===== config.mk =====
export PLATFORM = sky130hd
export DESIGN_NAME = pfs_sequencer
export DESIGN_NICKNAME = d
export VERILOG_FILES = /design/src/include/pfs_pkg.sv /design/src/hw/pfs_sequencer.sv
export SDC_FILE = /design/constraint.sdc
export NUM_CORES = 1
export LEC_CHECK = 0
export ABC_AREA = 1
export BUFFER_PORTS_ARGS = -buffer_cell sky130_fd_sc_hd__buf_2
export CAP_MARGIN = 10
export CORE_MARGIN = 5
export CORE_UTILIZATION = 54
export CTS_BUF_LIST = sky130_fd_sc_hd__clkbuf_8
export DETAILED_ROUTE_END_ITERATION = 12
export GPL_TIMING_DRIVEN = 1
export PLACE_DENSITY = 0.84
export SLEW_MARGIN = 10
export SYNTH_ARGS = -nofsm -noshare
export SYNTH_HDL_FRONTEND = slang
export SYNTH_SLANG_ARGS = --single-unit
export TNS_END_PERCENT = 20

===== constraint.sdc =====
create_clock -name clk_sys -period 1.6 [get_ports clk_sys]
set_input_delay 0.32 -clock clk_sys [delete_from_list [all_inputs] [get_ports clk_sys]]
set_output_delay 0.32 -clock clk_sys [all_outputs]
set_load 0.005 [all_outputs]

===== src/include/pfs_pkg.sv =====
/*
 * Package for the power-fail and stop-mode sequencer: register map, field
 * positions, reset values, sequencing states and timing constants.
 * Assumes a 10 MHz system clock and an APB bus with 32-bit data.
 */
package pfs_pkg;
	// APB byte addresses
	localparam logic [7:0] ADDR_CTRL = 8'h00;
	localparam logic [7:0] ADDR_WAKE = 8'h04;
	localparam logic [7:0] ADDR_STAT = 8'h08;
	localparam logic [7:0] ADDR_MASK = 8'h0C;
	localparam logic [7:0] ADDR_STATE = 8'h10;
	// Control register fields
	localparam int CTRL_PFD = 0;
	localparam int CTRL_WARN_LO = 1;
	localparam int CTRL_POWERFAIL_IRQ_ENABLE = 3;
	localparam int CTRL_INT_LO = 4;
	localparam int CTRL_STOP = 6;
	// Status and mask bits
	localparam int STAT_W = 3;
	localparam int STAT_PF = 0;
	localparam int STAT_WAKE = 1;
	localparam int STAT_PFRST = 2;
	// Reset values
	localparam logic PFD_RST = 1'b1;
	localparam logic [1:0] WARN_SEL_RST = 2'h0;
	localparam logic [1:0] INTERVAL_RST = 2'h0;
	localparam logic [15:0] WAKE_PERIOD_RST = 16'h0000;
	// Periodic check intervals, in ring-oscillator clocks
	localparam logic [1:0] INT_CONT = 2'h0;
	localparam logic [13:0] INT_P11 = 14'h0800;
	localparam logic [13:0] INT_P12 = 14'h1000;
	localparam logic [13:0] INT_P13 = 14'h2000;
	localparam logic [2:0] CHECK_TICKS = 3'h2;
	// Timing
	localparam int CLK_HZ = 10_000_000;
	localparam int RING_HZ = 8000;
	localparam int WAKE_STEP_NS = 125_000;
	localparam int XTAL_EXIT_CYCLES = 20;
	localparam logic [4:0] XTAL_EXIT_LAST = 5'(XTAL_EXIT_CYCLES - 2);
	// Entry points after reset
	localparam logic [15:0] ROM_ENTRY = 16'h8000;
	localparam logic [15:0] APP_ENTRY = 16'h0000;

	// Comparator flags from the analog front end
	typedef struct packed {
		logic usbAbove3v;
		logic usbAboveBatt;
		logic battBelowPor;
		logic battBelowReset;
		logic [3:0] battBelowWarn;
	} pfs_cmp_t;

	typedef enum logic [3:0] {
		S_POR = 4'h0,
		S_WARM = 4'h1,
		S_RUN = 4'h2,
		S_STOP = 4'h3,
		S_WAKE = 4'h4,
		S_PFSLEEP = 4'h5,
		S_PFCHK = 4'h6,
		S_PFCONF = 4'h7,
		S_EXT = 4'h8
	} pfs_state_t;
endpackage : pfs_pkg


===== src/hw/pfs_sequencer.sv =====
/*
 * Power-fail monitor, supply selection, stop mode and reset sequencer with
 * an APB register slave and two level interrupt outputs, pfIrq and irq.
 * Assumes comparator flags, ring-oscillator level and request inputs are
 * asynchronous levels; arst_n is the power-on reset; the crystal clocks clk_sys.
 */
// Design decisions made here: the register addresses and the APB slave port.
// Behaviour
// - Take USB supply when above 3.0V or above battery, else battery.
// - Battery failure raises the power-fail flag only when not bus powered.
// - Bus failure without battery switches to battery and raises the flag.
// - Stop halts the CPU; wakes on I/O, warning, timer or power-fail reset.
// - Wake timer counts 8kHz ring ticks of 125us and ends stop mode.
// - Stop-mode monitor disable bit resets to one.
// - With monitor disabled in stop, only power-on reset is detected.
// - On stop exit monitor enables; warning sets flag, reset level resets CPU.
// - Outside stop the monitor is always on; the code turns it off in POR and in S_PFSLEEP between power-fail checks.
// - Warning selector codes pick 1.8, 1.9, 2.55, 2.75 volt comparators.
// - Warning selector returns to 1.8V only on power-on reset.
// - Flag sets after warning persists for the persistence time.
// - Power-fail reset checks continuously or every 2^11, 2^12, 2^13 ticks.
// - Check two ticks, confirm one more, then warm up and start at 8000h.
// - In power-fail reset regulator and crystal off, SRAM retained.
// - Pin or watchdog reset keeps everything on; exit within 20 cycles.
// - Below power-on threshold the device is held in reset.
`timescale 1ns/1ps
module pfs_sequencer #(
	parameter int WARN_PERSIST_NS = 10_000,
	parameter int WARN_PERSIST_CYC = (WARN_PERSIST_NS * (pfs_pkg::CLK_HZ / 1_000_000)
		+ 999) / 1000
) (
	input wire logic clk_sys,
	input wire logic arst_n,
	input wire logic psel,
	input wire logic penable,
	input wire logic pwrite,
	input wire logic [7:0] paddr,
	input wire logic [31:0] pwdata,
	output logic [31:0] prdata,
	output logic pready,
	output logic pslverr,
	input wire pfs_pkg::pfs_cmp_t cmpFlags,
	input wire logic ringOsc,
	input wire logic xtalReady,
	input wire logic extResetReq,
	input wire logic ioIrqReq,
	output logic supplyFromUsb,
	output logic cpuReset_n,
	output logic cpuHalted,
	output logic monitorOn,
	output logic regulatorOn,
	output logic crystalOn,
	output logic sramRetain,
	output logic [15:0] resetVector,
	output logic pfIrq,
	output logic irq
);
	typedef struct packed {
		pfs_pkg::pfs_cmp_t cmpS1;
		pfs_pkg::pfs_cmp_t cmpS2;
		logic [2:0] ringS;
		logic [1:0] extS;
		logic [1:0] ioS;
		pfs_pkg::pfs_state_t st;
		logic stop_monitor_disable;
		logic [1:0] warnSel;
		logic powerfail_irq_enable;
		logic [1:0] intervalSel;
		logic stopReq;
		logic [15:0] wakePeriod;
		logic [pfs_pkg::STAT_W-1:0] stat;
		logic [pfs_pkg::STAT_W-1:0] mask;
		logic [pfs_pkg::STAT_W-1:0] rdClr;
		logic [31:0] rdData;
		logic [15:0] persistCnt;
		logic [13:0] ringCnt;
		logic [15:0] wakeCnt;
		logic [4:0] seqCnt;
		logic bootRom;
	} pfs_regs_t;

	// Synchronisers start pessimistic, so the sequencer cannot leave POR on reset values
	localparam pfs_pkg::pfs_cmp_t CMP_RST = '{usbAbove3v: 1'b0, usbAboveBatt: 1'b0,
		battBelowPor: 1'b1, battBelowReset: 1'b1, battBelowWarn: 4'hF};

	localparam pfs_regs_t REGS_RST = '{
		cmpS1: CMP_RST, cmpS2: CMP_RST, ringS: 3'h0, extS: 2'h0, ioS: 2'h0,
		st: pfs_pkg::S_POR, stop_monitor_disable: pfs_pkg::PFD_RST, warnSel: pfs_pkg::WARN_SEL_RST,
		powerfail_irq_enable: 1'b0, intervalSel: pfs_pkg::INTERVAL_RST, stopReq: 1'b0,
		wakePeriod: pfs_pkg::WAKE_PERIOD_RST, stat: '0, mask: '0, rdClr: '0,
		rdData: 32'h0000_0000, persistCnt: 16'h0000, ringCnt: 14'h0000,
		wakeCnt: 16'h0000, seqCnt: 5'h00, bootRom: 1'b0
	};
	localparam logic [15:0] PERSIST_LAST = 16'(WARN_PERSIST_CYC - 1);
	// Pin sampling and two synchroniser flops eat into the exit budget
	localparam logic [4:0] EXT_EXIT_LAST = pfs_pkg::XTAL_EXIT_LAST - 5'h04;

	pfs_regs_t q;
	pfs_regs_t d;
	pfs_pkg::pfs_cmp_t cmp;
	logic fromUsb;
	logic warnLow;
	logic rstLow;
	logic porLow;
	logic ringTick;
	logic extRst;
	logic ioIrq;
	logic apbWr;
	logic apbSetup;
	logic addrOk;
	logic [13:0] period;
	logic [pfs_pkg::STAT_W-1:0] ev;
	logic wakeExpired;

	// Decoded views of the synchronised inputs
	always_comb begin
		cmp = q.cmpS2;
		fromUsb = cmp.usbAbove3v | cmp.usbAboveBatt;
		// battery comparators count only off bus power
		warnLow = ~fromUsb & cmp.battBelowWarn[q.warnSel];
		rstLow = ~fromUsb & cmp.battBelowReset;
		porLow = ~fromUsb & cmp.battBelowPor;
		ringTick = q.ringS[1] & ~q.ringS[2];
		extRst = q.extS[1];
		ioIrq = q.ioS[1];
		apbSetup = psel & ~penable;
		apbWr = psel & penable & pwrite;
		addrOk = (paddr == pfs_pkg::ADDR_CTRL) || (paddr == pfs_pkg::ADDR_WAKE) ||
			(paddr == pfs_pkg::ADDR_STAT) || (paddr == pfs_pkg::ADDR_MASK) ||
			(paddr == pfs_pkg::ADDR_STATE);
		wakeExpired = (q.wakePeriod != 16'h0000) && ringTick &&
			(q.wakeCnt == q.wakePeriod - 16'h0001);
		unique case (q.intervalSel)
			2'h1: period = pfs_pkg::INT_P11;
			2'h2: period = pfs_pkg::INT_P12;
			2'h3: period = pfs_pkg::INT_P13;
			default: period = 14'h0001;
		endcase
	end

	// Next-state logic: synchronisers, sequencer, registers, status
	always_comb begin
		d = q;
		ev = '0;
		d.cmpS1 = cmpFlags;
		d.cmpS2 = q.cmpS1;
		d.ringS = {q.ringS[1:0], ringOsc};
		d.extS = {q.extS[0], extResetReq};
		d.ioS = {q.ioS[0], ioIrqReq};
		d.stopReq = 1'b0;

		// persistence filter between reset and warning levels
		if ((q.st == pfs_pkg::S_RUN) && warnLow && !rstLow) begin
			// Saturate one past the last count so the event fires once
			if (q.persistCnt != PERSIST_LAST + 16'h0001) begin
				d.persistCnt = q.persistCnt + 16'h0001;
			end
			if (q.persistCnt == PERSIST_LAST) begin
				ev[pfs_pkg::STAT_PF] = 1'b1;
			end
		end else begin
			d.persistCnt = 16'h0000;
		end

		unique case (q.st)
			pfs_pkg::S_POR: begin
				if (!porLow) begin
					d.st = pfs_pkg::S_WARM;
				end
			end
			pfs_pkg::S_WARM: begin
				if (xtalReady) begin
					d.st = pfs_pkg::S_RUN;
				end
			end
			pfs_pkg::S_RUN: begin
				// monitor acts here regardless of the disable bit
				if (rstLow) begin
					d.st = pfs_pkg::S_PFSLEEP;
					d.ringCnt = 14'h0000;
					d.bootRom = 1'b1;
					ev[pfs_pkg::STAT_PFRST] = 1'b1;
				end else if (extRst) begin
					d.st = pfs_pkg::S_EXT;
					d.seqCnt = 5'h00;
				end else if (q.stopReq) begin
					d.st = pfs_pkg::S_STOP;
					d.wakeCnt = 16'h0000;
				end
			end
			pfs_pkg::S_STOP: begin
				if (ringTick) begin
					d.wakeCnt = q.wakeCnt + 16'h0001;
				end
				// wake sources; monitor only when not disabled
				if (!q.stop_monitor_disable && rstLow) begin
					d.st = pfs_pkg::S_PFSLEEP;
					d.ringCnt = 14'h0000;
					d.bootRom = 1'b1;
					ev[pfs_pkg::STAT_PFRST] = 1'b1;
				end else if (extRst) begin
					d.st = pfs_pkg::S_EXT;
					d.seqCnt = 5'h00;
				end else if (ioIrq || wakeExpired || (!q.stop_monitor_disable && warnLow)) begin
					d.st = pfs_pkg::S_WAKE;
					ev[pfs_pkg::STAT_WAKE] = wakeExpired;
				end
			end
			pfs_pkg::S_WAKE: begin
				// monitor on before code runs, checked at exit
				if (rstLow) begin
					d.st = pfs_pkg::S_PFSLEEP;
					d.ringCnt = 14'h0000;
					d.bootRom = 1'b1;
					ev[pfs_pkg::STAT_PFRST] = 1'b1;
				end else if (xtalReady) begin
					d.st = pfs_pkg::S_RUN;
					ev[pfs_pkg::STAT_PF] = warnLow;
				end
			end
			pfs_pkg::S_PFSLEEP: begin
				if (q.intervalSel == pfs_pkg::INT_CONT) begin
					d.st = pfs_pkg::S_PFCHK;
					d.seqCnt = 5'h00;
				end else if (ringTick) begin
					d.ringCnt = q.ringCnt + 14'h0001;
					if (q.ringCnt == period - 14'h0001) begin
						d.st = pfs_pkg::S_PFCHK;
						d.seqCnt = 5'h00;
					end
				end
			end
			pfs_pkg::S_PFCHK: begin
				if (rstLow) begin
					d.st = pfs_pkg::S_PFSLEEP;
					d.ringCnt = 14'h0000;
				end else if (ringTick) begin
					d.seqCnt = q.seqCnt + 5'h01;
					if (q.seqCnt == 5'(pfs_pkg::CHECK_TICKS - 3'h1)) begin
						d.st = pfs_pkg::S_PFCONF;
					end
				end
			end
			pfs_pkg::S_PFCONF: begin
				// one more period above the reset level
				if (rstLow) begin
					d.st = pfs_pkg::S_PFSLEEP;
					d.ringCnt = 14'h0000;
				end else if (ringTick) begin
					d.st = pfs_pkg::S_WARM;
				end
			end
			pfs_pkg::S_EXT: begin
				// fixed short exit after the source goes away
				if (extRst) begin
					d.seqCnt = 5'h00;
				end else if (q.seqCnt == EXT_EXIT_LAST) begin
					d.st = pfs_pkg::S_RUN;
					d.bootRom = 1'b0;
				end else begin
					d.seqCnt = q.seqCnt + 5'h01;
				end
			end
			default: begin
				d.st = pfs_pkg::S_POR;
			end
		endcase

		// APB read data captured in the setup phase
		if (apbSetup) begin
			d.rdClr = '0;
			unique case (paddr)
				pfs_pkg::ADDR_CTRL: d.rdData = {25'h0, 1'b0, q.intervalSel, q.powerfail_irq_enable,
					q.warnSel, q.stop_monitor_disable};
				pfs_pkg::ADDR_WAKE: d.rdData = {16'h0000, q.wakePeriod};
				pfs_pkg::ADDR_STAT: begin
					d.rdData = {29'h0, q.stat};
					d.rdClr = pwrite ? '0 : q.stat;
				end
				pfs_pkg::ADDR_MASK: d.rdData = {29'h0, q.mask};
				pfs_pkg::ADDR_STATE: d.rdData = {24'h0, q.bootRom, rstLow, warnLow,
					fromUsb, q.st};
				default: d.rdData = 32'h0000_0000;
			endcase
		end

		// Register writes in the access phase
		if (apbWr) begin
			unique case (paddr)
				pfs_pkg::ADDR_CTRL: begin
					d.stop_monitor_disable = pwdata[pfs_pkg::CTRL_PFD];
					d.warnSel = pwdata[pfs_pkg::CTRL_WARN_LO +: 2];
					d.powerfail_irq_enable = pwdata[pfs_pkg::CTRL_POWERFAIL_IRQ_ENABLE];
					d.intervalSel = pwdata[pfs_pkg::CTRL_INT_LO +: 2];
					d.stopReq = pwdata[pfs_pkg::CTRL_STOP];
				end
				pfs_pkg::ADDR_WAKE: d.wakePeriod = pwdata[15:0];
				pfs_pkg::ADDR_MASK: d.mask = pwdata[pfs_pkg::STAT_W-1:0];
				default: begin
				end
			endcase
		end

		// Read clears only what was read; a new event wins over the clear
		if (psel && penable && !pwrite && (paddr == pfs_pkg::ADDR_STAT)) begin
			d.stat = (q.stat & ~q.rdClr) | ev;
		end else begin
			d.stat = q.stat | ev;
		end

		// power-on level restores every default except the synchronisers, warning level too
		if (porLow) begin
			d = REGS_RST;
			d.cmpS1 = cmpFlags;
			d.cmpS2 = q.cmpS1;
			d.ringS = {q.ringS[1:0], ringOsc};
			d.extS = {q.extS[0], extResetReq};
			d.ioS = {q.ioS[0], ioIrqReq};
		end
	end

	// State register; the power-on reset is the only asynchronous one
	always_ff @(posedge clk_sys or negedge arst_n) begin
		if (!arst_n) begin
			// disable bit and selector take defaults here
			q <= REGS_RST;
		end else begin
			q <= d;
		end
	end

	// Outputs decoded from the state register
	always_comb begin
		pready = 1'b1;
		pslverr = psel & penable & ~addrOk;
		prdata = q.rdData;
		supplyFromUsb = fromUsb;
		cpuReset_n = (q.st == pfs_pkg::S_RUN) || (q.st == pfs_pkg::S_STOP) ||
			(q.st == pfs_pkg::S_WAKE);
		cpuHalted = (q.st == pfs_pkg::S_STOP) || (q.st == pfs_pkg::S_WAKE);
		// supplies off while parked in power-fail reset or stop
		regulatorOn = (q.st == pfs_pkg::S_WARM) || (q.st == pfs_pkg::S_RUN) ||
			(q.st == pfs_pkg::S_WAKE) || (q.st == pfs_pkg::S_EXT);
		crystalOn = regulatorOn;
		sramRetain = (q.st != pfs_pkg::S_POR);
		monitorOn = (q.st != pfs_pkg::S_POR) && (q.st != pfs_pkg::S_PFSLEEP) &&
			!((q.st == pfs_pkg::S_STOP) && q.stop_monitor_disable);
		resetVector = q.bootRom ? pfs_pkg::ROM_ENTRY : pfs_pkg::APP_ENTRY;
		pfIrq = q.stat[pfs_pkg::STAT_PF] & q.powerfail_irq_enable;
		irq = |(q.stat & q.mask);
	end

	a_supply_pick: assert property (@(posedge clk_sys) disable iff (!arst_n)
		supplyFromUsb == ($past(cmpFlags.usbAbove3v, 2) | $past(cmpFlags.usbAboveBatt, 2)))
		else $error("supply source does not follow USB comparators");
	a_usb_noevent: assert property (@(posedge clk_sys) disable iff (!arst_n)
		supplyFromUsb && $stable(supplyFromUsb) |=> !$rose(q.stat[pfs_pkg::STAT_PF]))
		else $error("power-fail flag raised while bus powered");
	a_timer_wake: assert property (@(posedge clk_sys) disable iff (!arst_n)
		$rose(q.stat[pfs_pkg::STAT_WAKE]) |-> $past(q.st) == pfs_pkg::S_STOP &&
		q.st == pfs_pkg::S_WAKE)
		else $error("wake timer flag without stop exit");
	a_stop_monoff: assert property (@(posedge clk_sys) disable iff (!arst_n)
		q.st == pfs_pkg::S_STOP && q.stop_monitor_disable |-> !monitorOn && cpuHalted)
		else $error("monitor on in stop while disabled");
	a_run_monon: assert property (@(posedge clk_sys) disable iff (!arst_n)
		q.st == pfs_pkg::S_RUN |-> monitorOn && cpuReset_n && !cpuHalted)
		else $error("monitor off during normal operation");
	a_warn_persist: assert property (@(posedge clk_sys) disable iff (!arst_n)
		$rose(q.stat[pfs_pkg::STAT_PF]) && $past(q.st) == pfs_pkg::S_RUN |->
		$past(q.persistCnt) == PERSIST_LAST)
		else $error("power-fail flag set before persistence time");
	a_pf_parked: assert property (@(posedge clk_sys) disable iff (!arst_n)
		q.st inside {pfs_pkg::S_PFSLEEP, pfs_pkg::S_PFCHK, pfs_pkg::S_PFCONF} |->
		!regulatorOn && !crystalOn && sramRetain && !cpuReset_n)
		else $error("supplies on or CPU out of reset in power-fail reset");
	a_ext_exit: assert property (@(posedge clk_sys) disable iff (!arst_n)
		$fell(q.extS[1]) && q.st == pfs_pkg::S_EXT && !porLow |-> ##[1:17] cpuReset_n)
		else $error("no exit within 20 cycles of reset removal");
	a_por_hold: assert property (@(posedge clk_sys) disable iff (!arst_n)
		porLow |=> !cpuReset_n && q.st == pfs_pkg::S_POR)
		else $error("CPU not held below power-on level");
	a_boot_rom: assert property (@(posedge clk_sys) disable iff (!arst_n)
		$past(q.st) == pfs_pkg::S_PFCONF && q.st == pfs_pkg::S_WARM |->
		resetVector == pfs_pkg::ROM_ENTRY)
		else $error("power-fail exit not from ROM entry");
endmodule : pfs_sequencer


==> impl_metrics.tcl, run 1 <==
set metrics [dict create \
    hold_class "in2reg" \
    core_mm2 0.0138 \
    top_level_ports 116 \
    reg2reg_slack_ns -0.64 \
    rr_endpoint "q[117]" \
    num_rows 43 \
    die_w_um 128 \
    synth-edff-count 0 \
    wl_per_cell_um 19.5 \
    setup_ws_ns -0.639 \
    num_vias 8806 \
    fin_tns_setup_ns -27.73 \
    area_delta_synth_final_pct 43.5 \
    grt_first_pass_wirelength_um 37300 \
    place.port_buffers 67 \
    holdCritStartpoint "pwdata[8]" \
    insertion_delay_ns 0.49 \
    fin_crit_sh_pct 140 \
    fin_cells 1466 \
    r2r-start "q[118]" \
    cts_tree "yes" \
    worstRegToRegCells 14 \
    ys_warn_count 0 \
    ys_seq_area_share_pct 42.6 \
    grt_overflow 0 \
    pre_cts_slack_ns -0.400 \
    timing.slew.headroom_pct 65.9 \
    place_inst 1379 \
    yosysUniqueCellTypes 52 \
    syn_area_per_cell_um2 7.47 \
    dr.pass1.iters 9 \
    worst_ep_arrival_time_ns 2.62 \
    dieArea_mm2 0.0164 \
    hold_viol_final 0 \
    max_freq_ghz 0.447 \
    globalplace.congestion 0.992 \
    dr_wl_met3_um 2770 \
    worstSetupPathType "reg2reg" \
    finClkSkew_ns 0.0160 \
    viasPerCell 6.01 \
    synth_area_leaders "dfrtp_1 38%, nand2_1 10%, inv_1 6.7%, nor2_1 5.6%, nand3_1 5.3%" \
    highest_layer "met4" \
    yosysTopAreaCell "dfrtp_1" \
    final_common_cell "buf_4" \
    antenna_found_initial 0 \
    synth_top_area_share_pct 38.0 \
    p_per_area_mw_per_mm2 1060 \
    antennaDiodeCount 0 \
    nNetsFinal 1339 \
    dp_hpwl_um 16000 \
    hold_end "q[101]" \
    grtUsageTotal_pct 28.4 \
    drt_iter0_markers 1183 \
    peakVddDrop_mv 0.884 \
    violations "negative setup slack" \
    ant_nets 0 \
    setup_viol 108 \
    initial_utilization_pct 54.5 \
    tightest_slew_ns 0.506 \
    drv_slew 0 \
    ys.flop_type "dfrtp_1" \
    path_max_fanout 6 \
    htreeDepth 4 \
    min_period_ns 2.24 \
    cts_buffer_depth 2 \
    start_kind "flop" \
    status "finished with violations" \
    syn_inst 1004 \
    hold_depth 3 \
    wl_met2_um 13600 \
    cts_made_buffers 17 \
    synth.ff_latch_count 127 \
    synthesis.area_mm2 0.00750 \
    wl_met1_um 10100 \
    drive_above_1_share_pct 37.2 \
    maxCapViolCount 0 \
    grt_pass1_vias 7770 \
    ys_async_sr_fraction_pct 100 \
    clockRootBuffer "clkbuf_8" \
    remaining_drc_errors 0 \
    layout_common_cells "176 x buf_4, 166 x nand2_1, 120 x inv_1" \
    rsz0062_at_grt "yes" \
    die_h_um 128 \
    worst_setup_path_end_kind "flop" \
    clkTransAtPathRegs_ns 0.09 \
    cp.required_ns 1.98 \
    cts.sinks 127 \
    grt_max_degree 53 \
    cellLeakagePower_nw 5.29 \
    drt_wl_total_um 28600 \
]
[worst max path at each step]
stage | start | to | slack, ns
2_1_floorplan | paddr[7] | q[90] | -0.08
3_3_place_gp | q[98] | q[117] | -0.33
3_5_place_dp | q[118] | q[19] | -0.40
4_1_cts | q[118] | monitorOn | -0.46
5_1_grt | q[118] | q[117] | -0.70
6_report | q[118] | q[117] | -0.64
[synth_stat cells, types with 4 or more instances]
| master | count |
|---|---|
| nor2_1 | 112 |
| o21a_1 | 4 |
| buf_2 | 5 |
| o21ai_1 | 7 |
| inv_1 | 134 |
| nand4_1 | 15 |
| dfstp_2 | 13 |
| dfrtp_1 | 114 |
| a21oi_1 | 41 |
| xor2_1 | 21 |
| o21ai_0 | 78 |
| ha_1 | 9 |
| nand2_1 | 199 |
| xnor2_1 | 6 |
| nor4_1 | 5 |
| a31oi_1 | 6 |
| buf_4 | 52 |
| clkbuf_1 | 8 |
| nor3_1 | 34 |
| nand3_1 | 79 |
| o22ai_1 | 12 |
| inv_2 | 5 |
[registers in the layout, indices dropped and copies added, names as in the netlist]
signal and cells:
extRst 1, prdata 16, cmp 8, ioIrq 1, q 101
[through the flow]
step           util, %  hold WS (ns)  area [µm²]  total power, mW
6_report          78.2        0.0838       10800             11.4
5_1_grt           78.2         0.109       10800             11.8
4_1_cts           72.8        0.0916       10000             9.77
3_5_place_dp      65.8         0.200        9060             6.28
3_3_place_gp      65.8         0.198        9060             6.21
2_1_floorplan        -        0.0244        7690             5.15
[cells by family after synthesis]
| logic type | Yosys count | share of synthesized area, % |
|---|---|---|
| buffers and inverters | 207 | 13.1 |
| adder cells (fa/ha/maj) | 9 | 1.50 |
| AND/OR/NAND/NOR | 463 | 26.9 |
| flip-flops | 127 | 42.6 |
| other | 2 | 0.100 |
| AO/OA/AOI/OAI | 169 | 12.6 |
| XOR/XNOR | 27 | 3.15 |
[layout make-up]
cell class,count,area (µm²)
Timing Repair inverter,2,15.0
Tap cell,180,225
Clock inverter,13,165
Timing Repair Buffer,284,2170
Clock buffer,19,262
Sequential cell,127,3200
Inverter,139,559
Fill cell,812,3000
Multi-Input combinational cell,702,4170
[what timing repair did]
action,4_1_cts,5_1_grt
pin swaps,20,43
resized for setup,93,148
setup endpoints to repair,98,108
setup buffers,17,24
endpoints found under the hold margin,45,0
gates cloned,1,5
hold buffers,12,0
[layer usage]
layer	GRT usage (%)	vias to the layer above
met1	34.5	4097
met5	0	-
met2	48.1	730
met3	6.75	231
li1	-	3748
met4	12.2	0
[power breakdown]
part	internal [mW]	leakage (nW)	total, mW	switching (mW)
registers	3.37	1.69	3.57	0.200
clock network	1.63	0.215	3.06	1.43
logic	2.10	3.39	4.79	2.69
[critical path, cell delays in order, from the launching register on]
cell	delay, ns
dfrtp_2	0.46
buf_6	0.15
nand2_8	0.08
buf_4	0.13
nor2_4	0.04
nand2_2	0.15
inv_1	0.11
nand2_1	0.18
nand2_1	0.12
nand3_1	0.10
nand4_1	0.14
nor2_4	0.22
nand2_4	0.09
nand2_1	0.10
nand2_1	0.06
Note: power is estimated with default switching activity, not from simulation.
==> inputs of run 2 (changes only) <==
--- a/config.mk
+++ b/config.mk
@@ -6,14 +6,14 @@
 export NUM_CORES = 1
 export LEC_CHECK = 0
 export ABC_AREA = 1
-export BUFFER_PORTS_ARGS = -buffer_cell sky130_fd_sc_hd__buf_2
 export CAP_MARGIN = 10
 export CORE_MARGIN = 5
-export CORE_UTILIZATION = 54
+export CORE_UTILIZATION = 55
 export CTS_BUF_LIST = sky130_fd_sc_hd__clkbuf_8
 export DETAILED_ROUTE_END_ITERATION = 12
+export DONT_BUFFER_PORTS = 1
 export GPL_TIMING_DRIVEN = 1
-export PLACE_DENSITY = 0.84
+export PLACE_DENSITY = 0.78
 export SLEW_MARGIN = 10
 export SYNTH_ARGS = -nofsm -noshare
 export SYNTH_HDL_FRONTEND = slang
==> impl_metrics.tcl, run 2 (synthesized netlist as in run 1, its figures left out) <==
set metrics [dict create \
    start_kind "flop" \
    die_h_um 127 \
    slowest_stage "dfrtp_1" \
    num_rows 42 \
    clockRootBuffer "clkbuf_8" \
    antenna_found_initial 0 \
    worst_setup_path_end_kind "flop" \
    max_stage_delay_ns 0.44 \
    peakVddDrop_mv 1.32 \
    worst_ep_arrival_time_ns 2.40 \
    maxCapViolCount 0 \
    drt_wl_total_um 26500 \
    remaining_drc_errors 0 \
    cp.required_ns 1.96 \
    antennaDiodeCount 0 \
    area_delta_synth_final_pct 37.7 \
    clkTransAtPathRegs_ns 0.08 \
    cts_made_buffers 17 \
    setup_viol 73 \
    dp_hpwl_um 16000 \
    hold_buffers 11 \
    setup_ws_ns -0.443 \
    p_per_area_mw_per_mm2 1060 \
    core_mm2 0.0133 \
    hold_viol_final 127 \
    path_max_fanout 6 \
    min_period_ns 2.04 \
    drv_slew 0 \
    drive_above_1_share_pct 32.9 \
    drt_iter0_markers 1023 \
    nNetsFinal 1284 \
    grt_pass1_vias 8026 \
    top_level_ports 116 \
    crit_chain "nor2_4, nand2_4, nor2_4, buf_6, nand2_4, nor2_4, inv_1, nand2_1, a21oi_2, nand2_4, buf_12, nor2_2, o21a_1" \
    status "finished with violations" \
    grt_overflow 0 \
    rsz0062_at_grt "yes" \
    fin_tns_setup_ns -21.53 \
    largest_reg_flops 101 \
    cts_tree "yes" \
    largest_register "q" \
    r2r-start "q[119]" \
    finClkSkew_ns 0.0179 \
    rr_endpoint "q[34]" \
    grt_first_pass_wirelength_um 39100 \
    violations "negative hold slack, negative setup slack" \
    globalplace.congestion 0.968 \
    layout_common_cells "196 x buf_4, 177 x nand2_1, 118 x inv_1" \
    hold_class "in2async" \
    cts.sinks 127 \
    fin_crit_sh_pct 128 \
    grtUsageTotal_pct 30.4 \
    worstRegToRegCells 13 \
    dr.pass1.iters 7 \
    worstSetupPathType "reg2reg" \
    max_freq_ghz 0.490 \
    num_vias 8220 \
    htreeDepth 4 \
    grt_max_degree 128 \
    final_area_mm2 0.0103 \
    hold_slack_ns -0.454 \
    utilization_pct 77.7 \
    initial_utilization_pct 56.4 \
    die_w_um 127 \
    reg2reg_slack_ns -0.44 \
    final_common_cell "buf_4" \
    ant_nets 0 \
    viasPerCell 5.85 \
    cellLeakagePower_nw 5.01 \
    place.port_buffers 0 \
    wl_per_cell_um 18.9 \
    cts_buffer_depth 2 \
    insertion_delay_ns 0.46 \
    dieArea_mm2 0.0161 \
    postPlaceCellArea_mm2 0.00884 \
]
run 2: per-layer routing:
layer  share of wire [%]  track usage (%)  vias up
li1                    -                -     3621
met1                  36             34.8     3875
met2                  49             52.5      537
met3                 9.4             8.15      187
met4                 6.3             14.7        0
met5                   0                0        -
run 2: cell type report:
cell class              instances  area, µm²
well taps                     176        220
repair buffers                233       1900
clock buffers                  18        248
multi-input cells             700       3980
clock inverters                12        241
inverters                     139        544
flip-flops and latches        127       3200
fillers                       810       2960
run 2: worst max-delay path by stage:
stage | start | to | slack (ns)
after global routing | q[118] | q[34] | -0.50
after detailed placement | q[96] | q[117] | -0.42
final | q[119] | q[34] | -0.44
after global placement | q[95] | q[118] | -0.32
after CTS | q[119] | cpuHalted | -0.31
after floorplan | paddr[7] | q[90] | -0.08
run 2: timing repair:
item                       in CTS  in global routing
setup buffers                  23                 13
setup endpoints to repair      93                 95
pin swaps                      23                 25
hold endpoints to repair      138                127
resized for setup             107                 87
cloned                          2                  1
run 2: metrics by stage:
step / power, mW / setup WS (ns) / hold slack (ns) / std cells
after CTS: 10.3 / -0.312 / -0.457 / 1391
after detailed placement: 6.18 / -0.421 / 0.0281 / 1325
after global routing: 11.3 / -0.500 / -0.484 / 1405
final: 10.9 / -0.443 / -0.454 / 1405
after floorplan: 5.15 / -0.0783 / 0.0244 / 1034
after global placement: 6.14 / -0.324 / 0.0292 / 1325
run 2: worst max-delay path: cells and delay by family (launching register included):
family	cells	cell delay, ns
DFF	1	0.44
AOI/OAI and AO/OA	2	0.21
buffers and inverters	3	0.35
and+or+nand+nor	8	0.93
run 2: report_power, final:
group	internal, mW	switching [mW]
registers	3.36	0.160
logic	1.71	2.19
clock network	2.19	1.33
==> inputs of run 3 (changes only) <==
--- a/config.mk
+++ b/config.mk
@@ -7,6 +7,7 @@
 export LEC_CHECK = 0
 export ABC_AREA = 1
 export CAP_MARGIN = 10
+export CORE_ASPECT_RATIO = 1.25
 export CORE_MARGIN = 5
 export CORE_UTILIZATION = 55
 export CTS_BUF_LIST = sky130_fd_sc_hd__clkbuf_8
==> impl_metrics.tcl, run 3 (synthesized netlist as in run 1, its figures left out) <==
set metrics [dict create \
    cts_tree "yes" \
    drt_wl_total_um 24900 \
    hold_buffers 15 \
    cp.required_ns 1.28 \
    place.port_buffers 0 \
    grt_pass1_vias 8063 \
    layout_common_cells "182 x buf_4, 181 x nand2_1, 116 x inv_1" \
    grt_first_pass_wirelength_um 38400 \
    antenna_found_initial 0 \
    largest_reg_flops 101 \
    final_common_cell "buf_4" \
    cts_made_buffers 17 \
    hold_viol_final 127 \
    worstRegToRegCells 11 \
    grtUsageTotal_pct 29.8 \
    num_vias 7977 \
    drv_slew 0 \
    clockRootBuffer "clkbuf_8" \
    dp_hpwl_um 15700 \
    die_h_um 141 \
    num_rows 47 \
    worst_ep_arrival_time_ns 1.78 \
    viasPerCell 5.69 \
    setup_viol 103 \
    globalplace.congestion 0.978 \
    clkTransAtPathRegs_ns 0.08 \
    dieArea_mm2 0.0161 \
    setup_ws_ns -0.497 \
    cts.sinks 127 \
    status "finished with violations" \
    drt_iter0_markers 764 \
    dr.pass1.iters 5 \
    hold_class "in2async" \
    remaining_drc_errors 0 \
    cts_buffer_depth 2 \
    violations "negative hold slack, negative setup slack" \
    initial_utilization_pct 56.2 \
    hold_slack_ns -0.461 \
    min_period_ns 2.10 \
    wl_per_cell_um 17.7 \
    insertion_delay_ns 0.47 \
    top_level_ports 116 \
    antennaDiodeCount 0 \
    max_freq_ghz 0.477 \
    start_kind "flop" \
    path_max_fanout 3 \
    grt_max_degree 128 \
    maxCapViolCount 0 \
    num-fill-cells 825 \
    p_per_area_mw_per_mm2 1010 \
    grt_overflow 0 \
    worst_setup_path_end_kind "output pin" \
    finClkSkew_ns 0.0146 \
    largest_register "q" \
    ant_nets 0 \
    cellLeakagePower_nw 5.04 \
    core_mm2 0.0133 \
    worstSetupPathType "reg2out" \
    fin_crit_sh_pct 131 \
    drive_above_1_share_pct 34.8 \
    finalPower_mw 10.6 \
    rsz0062_at_grt "yes" \
    die_w_um 114 \
    peakVddDrop_mv 0.652 \
    nNetsFinal 1284 \
    area_delta_synth_final_pct 39.7 \
    htreeDepth 4 \
]
-- run 3: cell count changes in the layout (fill, tap and decap cells not counted), sizes merged, moves of 2 or more --
cell | before | now
bufinv | 7 | 2
inv | 140 | 148
dlygate4sd3 | 11 | 15
clkinvlp | 0 | 2
buf | 222 | 217
-- run 3: repair_timing --
item	4_1_cts	5_1_grt
gates resized for setup	174	84
endpoints found under the hold margin	142	127
cloned	4	0
setup endpoints to repair	107	110
pin swaps	26	21
setup buffers	22	6
-- run 3: layer usage --
metal / vias to the layer above / global-route usage (%) / part of all wire (%)
li1: 3631 / - / -
met1: 3781 / 33.8 / 35
met2: 426 / 51.6 / 50
met3: 139 / 6.99 / 7.6
met4: 0 / 15.3 / 6.6
met5: - / 0 / 0
-- run 3: area by class of cell --
class,count,area (µm²),area share [%]
timing repair buffer,232,1990,18.9
timing repair inverter,1,8.76,0.0835
tap,171,214,2.04
sequential,127,3200,30.5
clock buffer,17,234,2.23
inverter,139,561,5.35
multi-input combinational,700,4110,39.2
clock inverter,15,173,1.65
-- run 3: worst paths after layout --
kind | endpoint | from | slack, ns
max | monitorOn | q[118] | -0.50
min | prdata[10] | arst_n | -0.46
max reg2reg | q[117] | q[118] | -0.45
min reg2reg | q[125] | q[124] | 0.35
max in group asynchronous | cmp[5] | arst_n | 1.83
min in group clk_sys | q[103] | pwdata[10] | 0.01
-- run 3: report_power, final --
group	internal, mW	switching, mW	leakage, nW
registers	3.37	0.179	1.69
logic	1.92	2.20	3.14
clock network	1.43	1.48	0.208
-- run 3: worst max-delay path, cell delays in order (launching register included) --
cell and delay (ns):
dfrtp_1 0.44, buf_6 0.15, nand2_4 0.10, nor3_4 0.06, buf_6 0.12, a211oi_4 0.27, buf_4 0.17
-- run 3: through the flow --
step / util (%) / cells / setup WS, ns / TNS, ns / area (µm²)
finish: 78.5 / 1402 / -0.497 / -23.31 / 10500
global route: 78.5 / 1402 / -0.595 / -32.44 / 10500
CTS: 76.1 / 1397 / -0.407 / -16.68 / 10200
detailed placement: 66.8 / 1327 / -0.412 / -17.74 / 8920
global placement: 66.8 / 1327 / -0.370 / -13.84 / 8920
floorplan: - / 1034 / -0.0783 / -1.72 / 7690
